===== config.mk =====
export PLATFORM = sky130hd
export DESIGN_NAME = emcfe_top
export DESIGN_NICKNAME = d
export VERILOG_FILES = /design/src/verilog/emcfe_pkg.sv /design/src/verilog/emcfe_top.sv
export VERILOG_INCLUDE_DIRS = /design/src /design/src/verilog
export SDC_FILE = /design/constraint.sdc
export NUM_CORES = 1
export LEC_CHECK = 0
export ABC_AREA = 1
export BUFFER_PORTS_ARGS = -buffer_cell sky130_fd_sc_hd__buf_2
export CAP_MARGIN = 40
export CORE_ASPECT_RATIO = 0.7
export CORE_MARGIN = 2
export CORE_UTILIZATION = 40
export DETAILED_ROUTE_END_ITERATION = 6
export GPL_TIMING_DRIVEN = 0
export PLACE_DENSITY = 0.71
export SYNTH_ARGS = -nofsm -noshare
export SYNTH_HDL_FRONTEND = slang
export SYNTH_SLANG_ARGS = --single-unit

===== constraint.sdc =====
create_clock -name core_clk -period 1.35 [get_ports core_clk]
set_clock_uncertainty 0.2 [all_clocks]
set_input_delay 0.27 -clock core_clk [delete_from_list [all_inputs] [get_ports core_clk]]
set_output_delay 0.27 -clock core_clk [all_outputs]
set_load 0.02 [all_outputs]

===== src/verilog/emcfe_map.svh =====
// Offsets-free constant map of the memory control front end.
// Assumes inclusion by the package and the top module only.
`ifndef EMCFE_MAP_SVH
`define EMCFE_MAP_SVH
// Word-address field that picks the memory space
`define EMCFE_SPACE_MSB 31
`define EMCFE_SPACE_LSB 28
// Space codes of word-address bits 31..28
`define EMCFE_SPACE0_CODE 4'h8
`define EMCFE_SPACE1_CODE 4'h9
`define EMCFE_SPACE2_CODE 4'hA
`define EMCFE_SPACE3_CODE 4'hB
// Access size codes
`define EMCFE_SIZE_BYTE 2'h0
`define EMCFE_SIZE_HALF 2'h1
`define EMCFE_SIZE_WORD 2'h2
// Timing counts in core clock cycles, and counter width in bits
`define EMCFE_ACC_CYCLES 4
`define EMCFE_CLK3_HALF 2
`define EMCFE_CNT_W 4
// Reset values of config inputs when software does not steer them
`define EMCFE_CLK_SRC_RST 1'b0
`define EMCFE_CLK_EN_RST 1'b1
`endif


===== src/verilog/emcfe_pkg.sv =====
// Types of the memory control front end.
// Assumes the constant map is on the include path.
`include "emcfe_map.svh"
package emcfe_pkg;
  typedef enum logic [1:0] {
    ST_IDLE,
    ST_ACCESS,
    ST_HELD
  } emcfe_state_t;

  typedef struct packed {
    emcfe_state_t st;
    logic [3:0] cs_n;
    logic be_hi_n;
    logic be_lo_n;
    logic ctl_oe;
    logic ack;
    logic need;
    logic done;
    logic ready;
    logic [`EMCFE_CNT_W-1:0] cnt;
    logic [2:0] hreq_sync;
    logic hreq;
    logic [2:0] ck_sync;
    logic ck_in;
    logic [`EMCFE_CNT_W-1:0] div_cnt;
    logic div_clk;
    logic clk_out;
  } emcfe_regs_t;
endpackage


===== src/verilog/emcfe_top.sv =====
// Control signal front end of a 16-bit external memory interface.
// Assumes one core clock, pins synchronised here, config from the core.
`timescale 1ns/1ps
`include "emcfe_map.svh"
module emcfe_top
  import emcfe_pkg::*;
#(
  parameter int ACC_CYCLES = `EMCFE_ACC_CYCLES,
  parameter int CLK3_HALF = `EMCFE_CLK3_HALF
) (
  // Clock and reset
  input wire logic core_clk,
  input wire logic rst_n,
  // Core access request
  input wire logic acc_req,
  input wire logic [31:0] acc_word_addr,
  input wire logic [1:0] acc_byte_addr,
  input wire logic [1:0] acc_size,
  output logic acc_ready,
  output logic acc_done,
  // Memory space enables, active low, three-state
  output logic mem_space_sel_0_n,
  output logic mem_space_sel_1_n,
  output logic mem_space_sel_2_n,
  output logic mem_space_sel_3_n,
  output logic mem_space_sel_oe,
  // Byte enables, active low, three-state
  output logic byte_lane_en_hi_n,
  output logic byte_lane_en_lo_n,
  output logic byte_lane_en_oe,
  // Bus arbitration
  input wire logic bus_takeover_req,
  output logic bus_takeover_ack,
  output logic bus_need_out,
  // Memory clock
  input wire logic mem_clk_in,
  input wire logic mem_clk_src_sel,
  input wire logic mem_clk_out_en,
  output logic mem_clk_out
);

  ////////////////////////////////////////////////////////////////////////////
  // Decoders

  function automatic logic [3:0] space_dec(input logic [3:0] code);
    logic [3:0] sel;
    sel = 4'h0;
    unique case (code)
      `EMCFE_SPACE0_CODE: sel = 4'h1;
      `EMCFE_SPACE1_CODE: sel = 4'h2;
      `EMCFE_SPACE2_CODE: sel = 4'h4;
      `EMCFE_SPACE3_CODE: sel = 4'h8;
      default: sel = 4'h0;
    endcase
    return sel;
  endfunction

  // Returns {hi, lo} active high
  function automatic logic [1:0] lane_dec(input logic [1:0] size,
                                          input logic [1:0] addr);
    logic [1:0] en;
    en = 2'h3;
    if (size == `EMCFE_SIZE_BYTE) begin
      en = addr[0] ? 2'h2 : 2'h1;
    end
    return en;
  endfunction

  localparam int CNT_W = `EMCFE_CNT_W;
  localparam logic [CNT_W-1:0] ACC_LAST = CNT_W'(ACC_CYCLES - 1);
  localparam logic [CNT_W-1:0] HALF_LAST = CNT_W'(CLK3_HALF - 1);

  emcfe_regs_t r_ff;
  emcfe_regs_t nxt_r;

  ////////////////////////////////////////////////////////////////////////////
  // Next state

  always_comb begin
    logic [1:0] lanes;
    lanes = lane_dec(acc_size, acc_byte_addr);
    nxt_r = r_ff;
    nxt_r.done = 1'b0;
    // Pin synchronisers: a change counts once stages 2 and 3 agree
    nxt_r.hreq_sync = {r_ff.hreq_sync[1:0], bus_takeover_req};
    if (r_ff.hreq_sync[1] == r_ff.hreq_sync[2]) begin
      nxt_r.hreq = r_ff.hreq_sync[2];
    end
    nxt_r.ck_sync = {r_ff.ck_sync[1:0], mem_clk_in};
    if (r_ff.ck_sync[1] == r_ff.ck_sync[2]) begin
      nxt_r.ck_in = r_ff.ck_sync[2];
    end
    // Internal third system clock divider
    if (r_ff.div_cnt == HALF_LAST) begin
      nxt_r.div_cnt = '0;
      nxt_r.div_clk = ~r_ff.div_clk;
    end else begin
      nxt_r.div_cnt = r_ff.div_cnt + 1'b1;
    end
    if (!mem_clk_out_en) begin
      nxt_r.clk_out = 1'b0;
    end else if (mem_clk_src_sel) begin
      nxt_r.clk_out = r_ff.ck_in;
    end else begin
      nxt_r.clk_out = r_ff.div_clk;
    end
    unique case (r_ff.st)
      ST_IDLE: begin
        if (r_ff.hreq) begin
          nxt_r.st = ST_HELD;
          nxt_r.ack = 1'b1;
          nxt_r.ctl_oe = 1'b0;
        end else if (acc_req && r_ff.ready) begin
          // Refused while ready is low, also in the cycle after reset
          nxt_r.st = ST_ACCESS;
          nxt_r.cnt = ACC_LAST;
          nxt_r.cs_n = ~space_dec(
            acc_word_addr[`EMCFE_SPACE_MSB:`EMCFE_SPACE_LSB]);
          nxt_r.be_hi_n = ~lanes[1];
          nxt_r.be_lo_n = ~lanes[0];
        end
      end
      ST_ACCESS: begin
        if (r_ff.cnt == '0) begin
          nxt_r.st = ST_IDLE;
          nxt_r.done = 1'b1;
          nxt_r.cs_n = 4'hF;
          nxt_r.be_hi_n = 1'b1;
          nxt_r.be_lo_n = 1'b1;
        end else begin
          nxt_r.cnt = r_ff.cnt - 1'b1;
        end
      end
      ST_HELD: begin
        nxt_r.need = acc_req;
        if (!r_ff.hreq) begin
          nxt_r.st = ST_IDLE;
          nxt_r.ack = 1'b0;
          nxt_r.ctl_oe = 1'b1;
          nxt_r.need = 1'b0;
        end
      end
    endcase
    nxt_r.ready = (nxt_r.st == ST_IDLE) && !nxt_r.hreq;
  end

  always_ff @(posedge core_clk) begin
    if (!rst_n) begin
      r_ff <= '{st: ST_IDLE, cs_n: 4'hF, be_hi_n: 1'b1, be_lo_n: 1'b1,
                ctl_oe: 1'b1, ack: 1'b0, need: 1'b0, done: 1'b0,
                ready: 1'b0, cnt: '0, hreq_sync: 3'h0, hreq: 1'b0,
                ck_sync: 3'h0, ck_in: 1'b0, div_cnt: '0, div_clk: 1'b0,
                clk_out: 1'b0};
    end else begin
      r_ff <= nxt_r;
    end
  end

  ////////////////////////////////////////////////////////////////////////////
  // Outputs

  assign acc_ready = r_ff.ready;
  assign acc_done = r_ff.done;
  assign mem_space_sel_0_n = r_ff.cs_n[0];
  assign mem_space_sel_1_n = r_ff.cs_n[1];
  assign mem_space_sel_2_n = r_ff.cs_n[2];
  assign mem_space_sel_3_n = r_ff.cs_n[3];
  assign mem_space_sel_oe = r_ff.ctl_oe;
  assign byte_lane_en_hi_n = r_ff.be_hi_n;
  assign byte_lane_en_lo_n = r_ff.be_lo_n;
  assign byte_lane_en_oe = r_ff.ctl_oe;
  assign bus_takeover_ack = r_ff.ack;
  assign bus_need_out = r_ff.need;
  assign mem_clk_out = r_ff.clk_out;

  wire logic take = acc_req && acc_ready;
endmodule


==> impl_metrics.tcl, run 1 <==
set metrics [dict create \
    cts_buffers 5 \
    grt-ovfl-total 0 \
    place_ws_ns -0.119 \
    fin_crit_ns 1.49 \
    totalWireLength_um 3100 \
    top_level_ports 56 \
    drc_errors 0 \
    dpl_cell_area_um2 1630 \
    route.detailed.wl_per_inst_um 11.2 \
    htree_levels 2 \
    grt_pass1_vias 1111 \
    path_max_fanout 3 \
    cts.clk_slew.worst_paths_ns 0.06 \
    root_buffer "clkbuf_8" \
    fin_nets 279 \
    finalHoldViolations 0 \
    via_count 1263 \
    synthCells 188 \
    syn_area_per_cell_um2 7.49 \
    ant_nets 0 \
    clock_path_buffers 2 \
    worst_pin_slew_ns 0.342 \
    die_h_um 53.6 \
    rows 17 \
    setup_ws_ns -0.141 \
    grt_use_total_pct 16.4 \
    synth-seq-cells 31 \
    synth_cell_type_count 26 \
    pwr_density_cell_nw_per_um2 1310 \
    initialDrtViolationCount 79 \
    required_ns 1.32 \
    setup_viol 13 \
    port_buffers 26 \
    fin_crit_sh_pct 110 \
    dpl.hpwl_um 1950 \
    seq_area_frac_synth_pct 44.1 \
    cp-start-kind "flip-flop" \
    die-area_um2 4020 \
    violations "negative setup slack" \
    finalPower_mw 2.57 \
    max_cap_violations 0 \
    grt_max_degree 11 \
    die_x_um 74.9 \
    drive_gt1_share_pct 40.4 \
    hold_ws_ns 0.0245 \
    worst_ir_drop_vdd_uv 1080 \
    yosysWarnings 0 \
    fmax_ghz 0.671 \
    clock-sinks 31 \
    start_util_pct 43.3 \
    final_design_area_no_fill_um2 1960 \
    antenna_cells 0 \
    p_leak_nw 0.911 \
    path_class "flip-flop to flip-flop" \
    firstDrtPassIters 4 \
    worstHoldPathType "input pin to flip-flop" \
    crit_path_end_kind "flip-flop" \
    gp_congestion 0.785 \
    crit_arrival_ns 1.46 \
    final_core_util_pct 60.2 \
    area_growth_pct 39.2 \
    synthesis.nets 238 \
    synthesis.area_um2 1410 \
    rsz0062_at_grt "yes" \
    slew_headroom_pct 77.1 \
    antenna_found_initial 0 \
    via_per_inst 4.56 \
    outcome "finished with violations" \
    grt_pass1_wl_um 4910 \
    insertion_delay_ns 0.27 \
    maxSlewViolCount 0 \
    cts_tree "yes" \
    core_area_um2 3250 \
]
[layout make-up]
type | instances | area (µm²)
inverter | 25 | 109
sequential | 31 | 629
clock inverter | 2 | 35.0
fill | 278 | 1290
tap | 47 | 58.8
buffer | 2 | 10.0
clock buffer | 6 | 82.6
multi-input combinational | 129 | 822
timing repair buffer | 35 | 213
[state kept, by name, summed over array words and instances (netlist names)]
signal             flops
byte_lane_en_hi_n      1
mem_space_sel_2_n      1
bus_takeover_ack       1
bus_need_out           1
mem_space_sel_0_n      1
mem_clk_out            1
r_ff                  15
acc_ready              1
mem_space_sel_1_n      1
mem_space_sel_3_n      1
nxt_r                  4
byte_lane_en_lo_n      1
byte_lane_en_oe        1
acc_done               1
[final timing paths]
check,start,end,slack [ns],cells past startpoint
worst max register to register,r_ff[29],acc_ready,-0.14,9
worst min register to register,nxt_r[8],nxt_r[9],0.22,2
worst min-delay path,mem_clk_out_en,mem_clk_out,0.02,3
worst max-delay path,r_ff[29],acc_ready,-0.14,9
[stage by stage]
step	TNS, ns	cells
final	-1.01	277
after global routing	-1.91	277
after CTS	-0.634	276
after detailed placement	-1.14	261
after global placement	-1.03	261
after floorplan	-0.0530	188
[synth_stat cells (all sizes together)]
library cell,instances,share of area (%)
inv,24,6.4
o211a,1,0.71
xnor2,2,1.2
a21oi,12,4.3
dfxtp,31,44
o21ai,7,3.3
o211ai,1,0.53
or2,1,0.44
buf,3,1.2
clkinv,1,0.27
ha,7,6.2
nor2,21,6.5
nand2,57,16
nand3,16,6.9
nor3,3,1.1
a21boi,1,0.53
[worst max-delay path, stage by stage, from the launching register on]
cell and delay (ns):
dfxtp_4 0.39, inv_4 0.05, ha_4 0.27, inv_4 0.05, nand2_4 0.06, o21ai_2 0.06
a21oi_2 0.12, nand2_2 0.07, nand2_1 0.07, nor2_1 0.04
[logic make-up after synthesis]
logic type | count (synthesis) | share of synthesized area, %
AO/OA/AOI/OAI | 22 | 9.33
XOR/XNOR | 2 | 1.24
adder cells (fa/ha/maj) | 7 | 6.22
buffers and inverters | 28 | 7.91
flip-flops | 31 | 44.1
AND/OR/NAND/NOR | 98 | 31.2
[what timing repair did]
action	CTS	global route
hold buffers	2	0
cloned	0	0
endpoints found under the setup margin	16	15
resized for setup	25	22
setup buffers	5	2
endpoints found under the hold margin	2	0
pin swaps	12	13
[power breakdown]
group	switching [mW]	leakage, nW	internal (mW)
logic	0.356	0.594	0.237
clock network	0.336	0.0612	0.597
registers	0.0512	0.256	0.989
total	0.743	0.911	1.82
[metal layers]
layer	vias to the layer above	wire length (µm)	GRT usage (%)
met2	39	1400	25.4
met3	2	197	4.87
met5	-	0	0
li1	673	-	-
met4	0	16	4.46
met1	549	1490	22.2
[placed cells by master, fill, tap and decap left out, types with 2 or more instances in the layout]
| cell type | Yosys | final |
|---|---|---|
| a21oi_1 | 12 | 7 |
| a21oi_2 | 0 | 5 |
| buf_2 | 2 | 27 |
| buf_4 | 1 | 6 |
| buf_6 | 0 | 2 |
| clkbuf_8 | 0 | 6 |
| dfxtp_1 | 31 | 26 |
| dfxtp_2 | 0 | 4 |
| dlygate4sd3_1 | 0 | 2 |
| ha_1 | 7 | 3 |
| ha_4 | 0 | 3 |
| inv_1 | 21 | 16 |
| inv_2 | 3 | 2 |
| inv_4 | 0 | 6 |
| nand2_1 | 53 | 40 |
| nand2_2 | 3 | 13 |
| nand2_4 | 1 | 4 |
| nand3_1 | 14 | 13 |
| nand3_4 | 1 | 2 |
| nor2_1 | 18 | 17 |
| nor2_4 | 1 | 3 |
| nor3_1 | 3 | 2 |
| o21ai_0 | 5 | 4 |
| xnor2_1 | 2 | 2 |
(Power assumes the default switching activity.)
==> run 2, diff against run 1 <==
--- a/config.mk
+++ b/config.mk
@@ -11,10 +11,9 @@
 export CAP_MARGIN = 40
 export CORE_ASPECT_RATIO = 0.7
 export CORE_MARGIN = 2
-export CORE_UTILIZATION = 40
+export CORE_UTILIZATION = 43
 export DETAILED_ROUTE_END_ITERATION = 6
-export GPL_TIMING_DRIVEN = 0
-export PLACE_DENSITY = 0.71
+export PLACE_DENSITY = 0.75
 export SYNTH_ARGS = -nofsm -noshare
 export SYNTH_HDL_FRONTEND = slang
 export SYNTH_SLANG_ARGS = --single-unit
==> impl_metrics.tcl, run 2 (synthesis gave the netlist of run 1 again) <==
set metrics [dict create \
    outcome "finished with violations" \
    violations "negative setup slack" \
    slew_headroom_pct 78.5 \
    ant_nets 0 \
    drive_gt1_share_pct 40.0 \
    area_growth_pct 41.2 \
    path_delay_family "compound AO/OA/AOI/OAI gates" \
    via_per_inst 4.84 \
    insertion_delay_ns 0.28 \
    gp_congestion 0.822 \
    crit_chain "nand2_4, o21ai_4, inv_2, nor2_4, nand2_1, a21oi_2" \
    route.detailed.wl_per_inst_um 11.5 \
    rsz0062_at_grt "yes" \
    fin_crit_sh_pct 108 \
    root_buffer "clkbuf_8" \
    grt_max_degree 12 \
    grt_pass1_wl_um 4890 \
    reg2reg_slack_ns -0.11 \
    grt_pass1_vias 1137 \
    place_ws_ns -0.117 \
    p_sw_uw 774 \
    setup_viol 13 \
    layout_commonest_cell "nand2_1" \
    clock-sinks 31 \
    cts_tree "yes" \
    reg2reg_to "r_ff[17]" \
    setup_ws_ns -0.111 \
    finalHoldViolations 0 \
    grt_use_total_pct 17.6 \
    worstRegToRegCells 6 \
    cts.clk_slew.worst_paths_ns 0.07 \
    required_ns 1.37 \
    p_leak_nw 0.939 \
    crit_path_end_kind "flip-flop" \
    worst_ir_drop_vdd_uv 781 \
    rr_startpoint "acc_ready" \
    crit_arrival_ns 1.48 \
    core_area_um2 3150 \
    fin_crit_ns 1.46 \
    final_core_util_pct 63.1 \
    rows 17 \
    final_cell_mix "nand2_1, dfxtp_1, buf_2, nor2_1, inv_1" \
    clkPwrFrac_pct 36.0 \
    top_level_ports 56 \
    fmax_ghz 0.684 \
    path_max_fanout 4 \
    fin_nets 284 \
    cp_slowest_stage_delay_ns 0.38 \
    worstHoldPathType "input pin to flip-flop" \
    maxSlewViolCount 0 \
    holdPathStages 3 \
    hold_end "mem_clk_out" \
    die_h_um 51.9 \
    hold_ws_ns 0.0169 \
    die-area_um2 3750 \
    cp-start-kind "flip-flop" \
    antenna_cells 0 \
    clock_path_buffers 2 \
    initialDrtViolationCount 69 \
    cts_buffers 5 \
    p_seq_share_pct 39.5 \
    dpl.hpwl_um 2060 \
    internal_power_mw 1.85 \
    port_buffers 26 \
    hp-start "mem_clk_out_en" \
    firstDrtPassIters 4 \
    max_cap_violations 0 \
    path_class "flip-flop to flip-flop" \
    largest_reg_flops 15 \
    worst_pin_slew_ns 0.322 \
    start_util_pct 44.7 \
    crit_buf_inv 1 \
    htree_levels 2 \
    antenna_found_initial 0 \
    critPathSlowestCell "dfxtp_1" \
    drc_errors 0 \
    top_register "r_ff" \
    die_x_um 72.4 \
    totalWireLength_um 3150 \
    via_count 1320 \
    pwr-share-comb_pct 24.5 \
    grt-ovfl-total 0 \
    pwr_density_cell_nw_per_um2 1320 \
    swShare_pct 29.5 \
]
[run 2: final cells by class]
class | instances | area (µm²)
well taps | 38 | 47.5
flip-flops and latches | 31 | 626
inverters | 25 | 114
clock buffers | 6 | 82.6
multi-input cells | 129 | 823
fillers | 257 | 1160
repair buffers | 42 | 259
clock inverters | 2 | 35.0
[run 2: worst max-delay path by stage]
stage          startpoint        end  depth (start not counted)
6_report        acc_ready   r_ff[17]                          6
5_1_grt         acc_ready   r_ff[17]                          6
4_1_cts          r_ff[29]  acc_ready                          9
3_5_place_dp     r_ff[29]  acc_ready                          9
2_1_floorplan    r_ff[29]  acc_ready                          9
3_3_place_gp     r_ff[29]  acc_ready                          9
[run 2: stage by stage]
stage	setup TNS [ns]	total power, mW	std cells	cell area [µm²]
2_1_floorplan	-0.0530	1.39	188	1440
3_3_place_gp	-0.377	1.54	259	1670
3_5_place_dp	-0.601	1.55	259	1670
4_1_cts	-0.579	2.58	273	1930
5_1_grt	-1.80	2.75	273	1990
6_report	-0.928	2.63	273	1990
[run 2: timing repair]
action	in CTS	in global routing
hold buffers	2	0
endpoints found under the setup margin	13	16
resized for setup	27	16
pin swaps	9	6
setup buffers	4	0
endpoints found under the hold margin	2	0
[run 2: power by group through the flow]
| stage | clock (mW) | combinational (mW) | sequential (mW) |
|---|---|---|---|
| 2_1_floorplan | 0 | 0.305 | 1.09 |
| 3_3_place_gp | 0 | 0.493 | 1.05 |
| 3_5_place_dp | 0 | 0.504 | 1.05 |
| 4_1_cts | 0.960 | 0.589 | 1.03 |
| 5_1_grt | 1.00 | 0.703 | 1.05 |
| 6_report | 0.947 | 0.643 | 1.04 |
[run 2: layer usage]
layer  track usage (%)  wire length (µm)  vias to the layer above
li1                  -                 -                      685
met4              11.7                85                        0
met5                 0                 0                        -
met3              5.23               197                       11
met1              22.0              1450                      577
met2              26.5              1420                       47
[run 2: tightest hold or removal path: cells and delay by family]
kind	cells	cell delay, ns
AND/OR/NAND/NOR	2	0.10
buffers and inverters	1	0.10
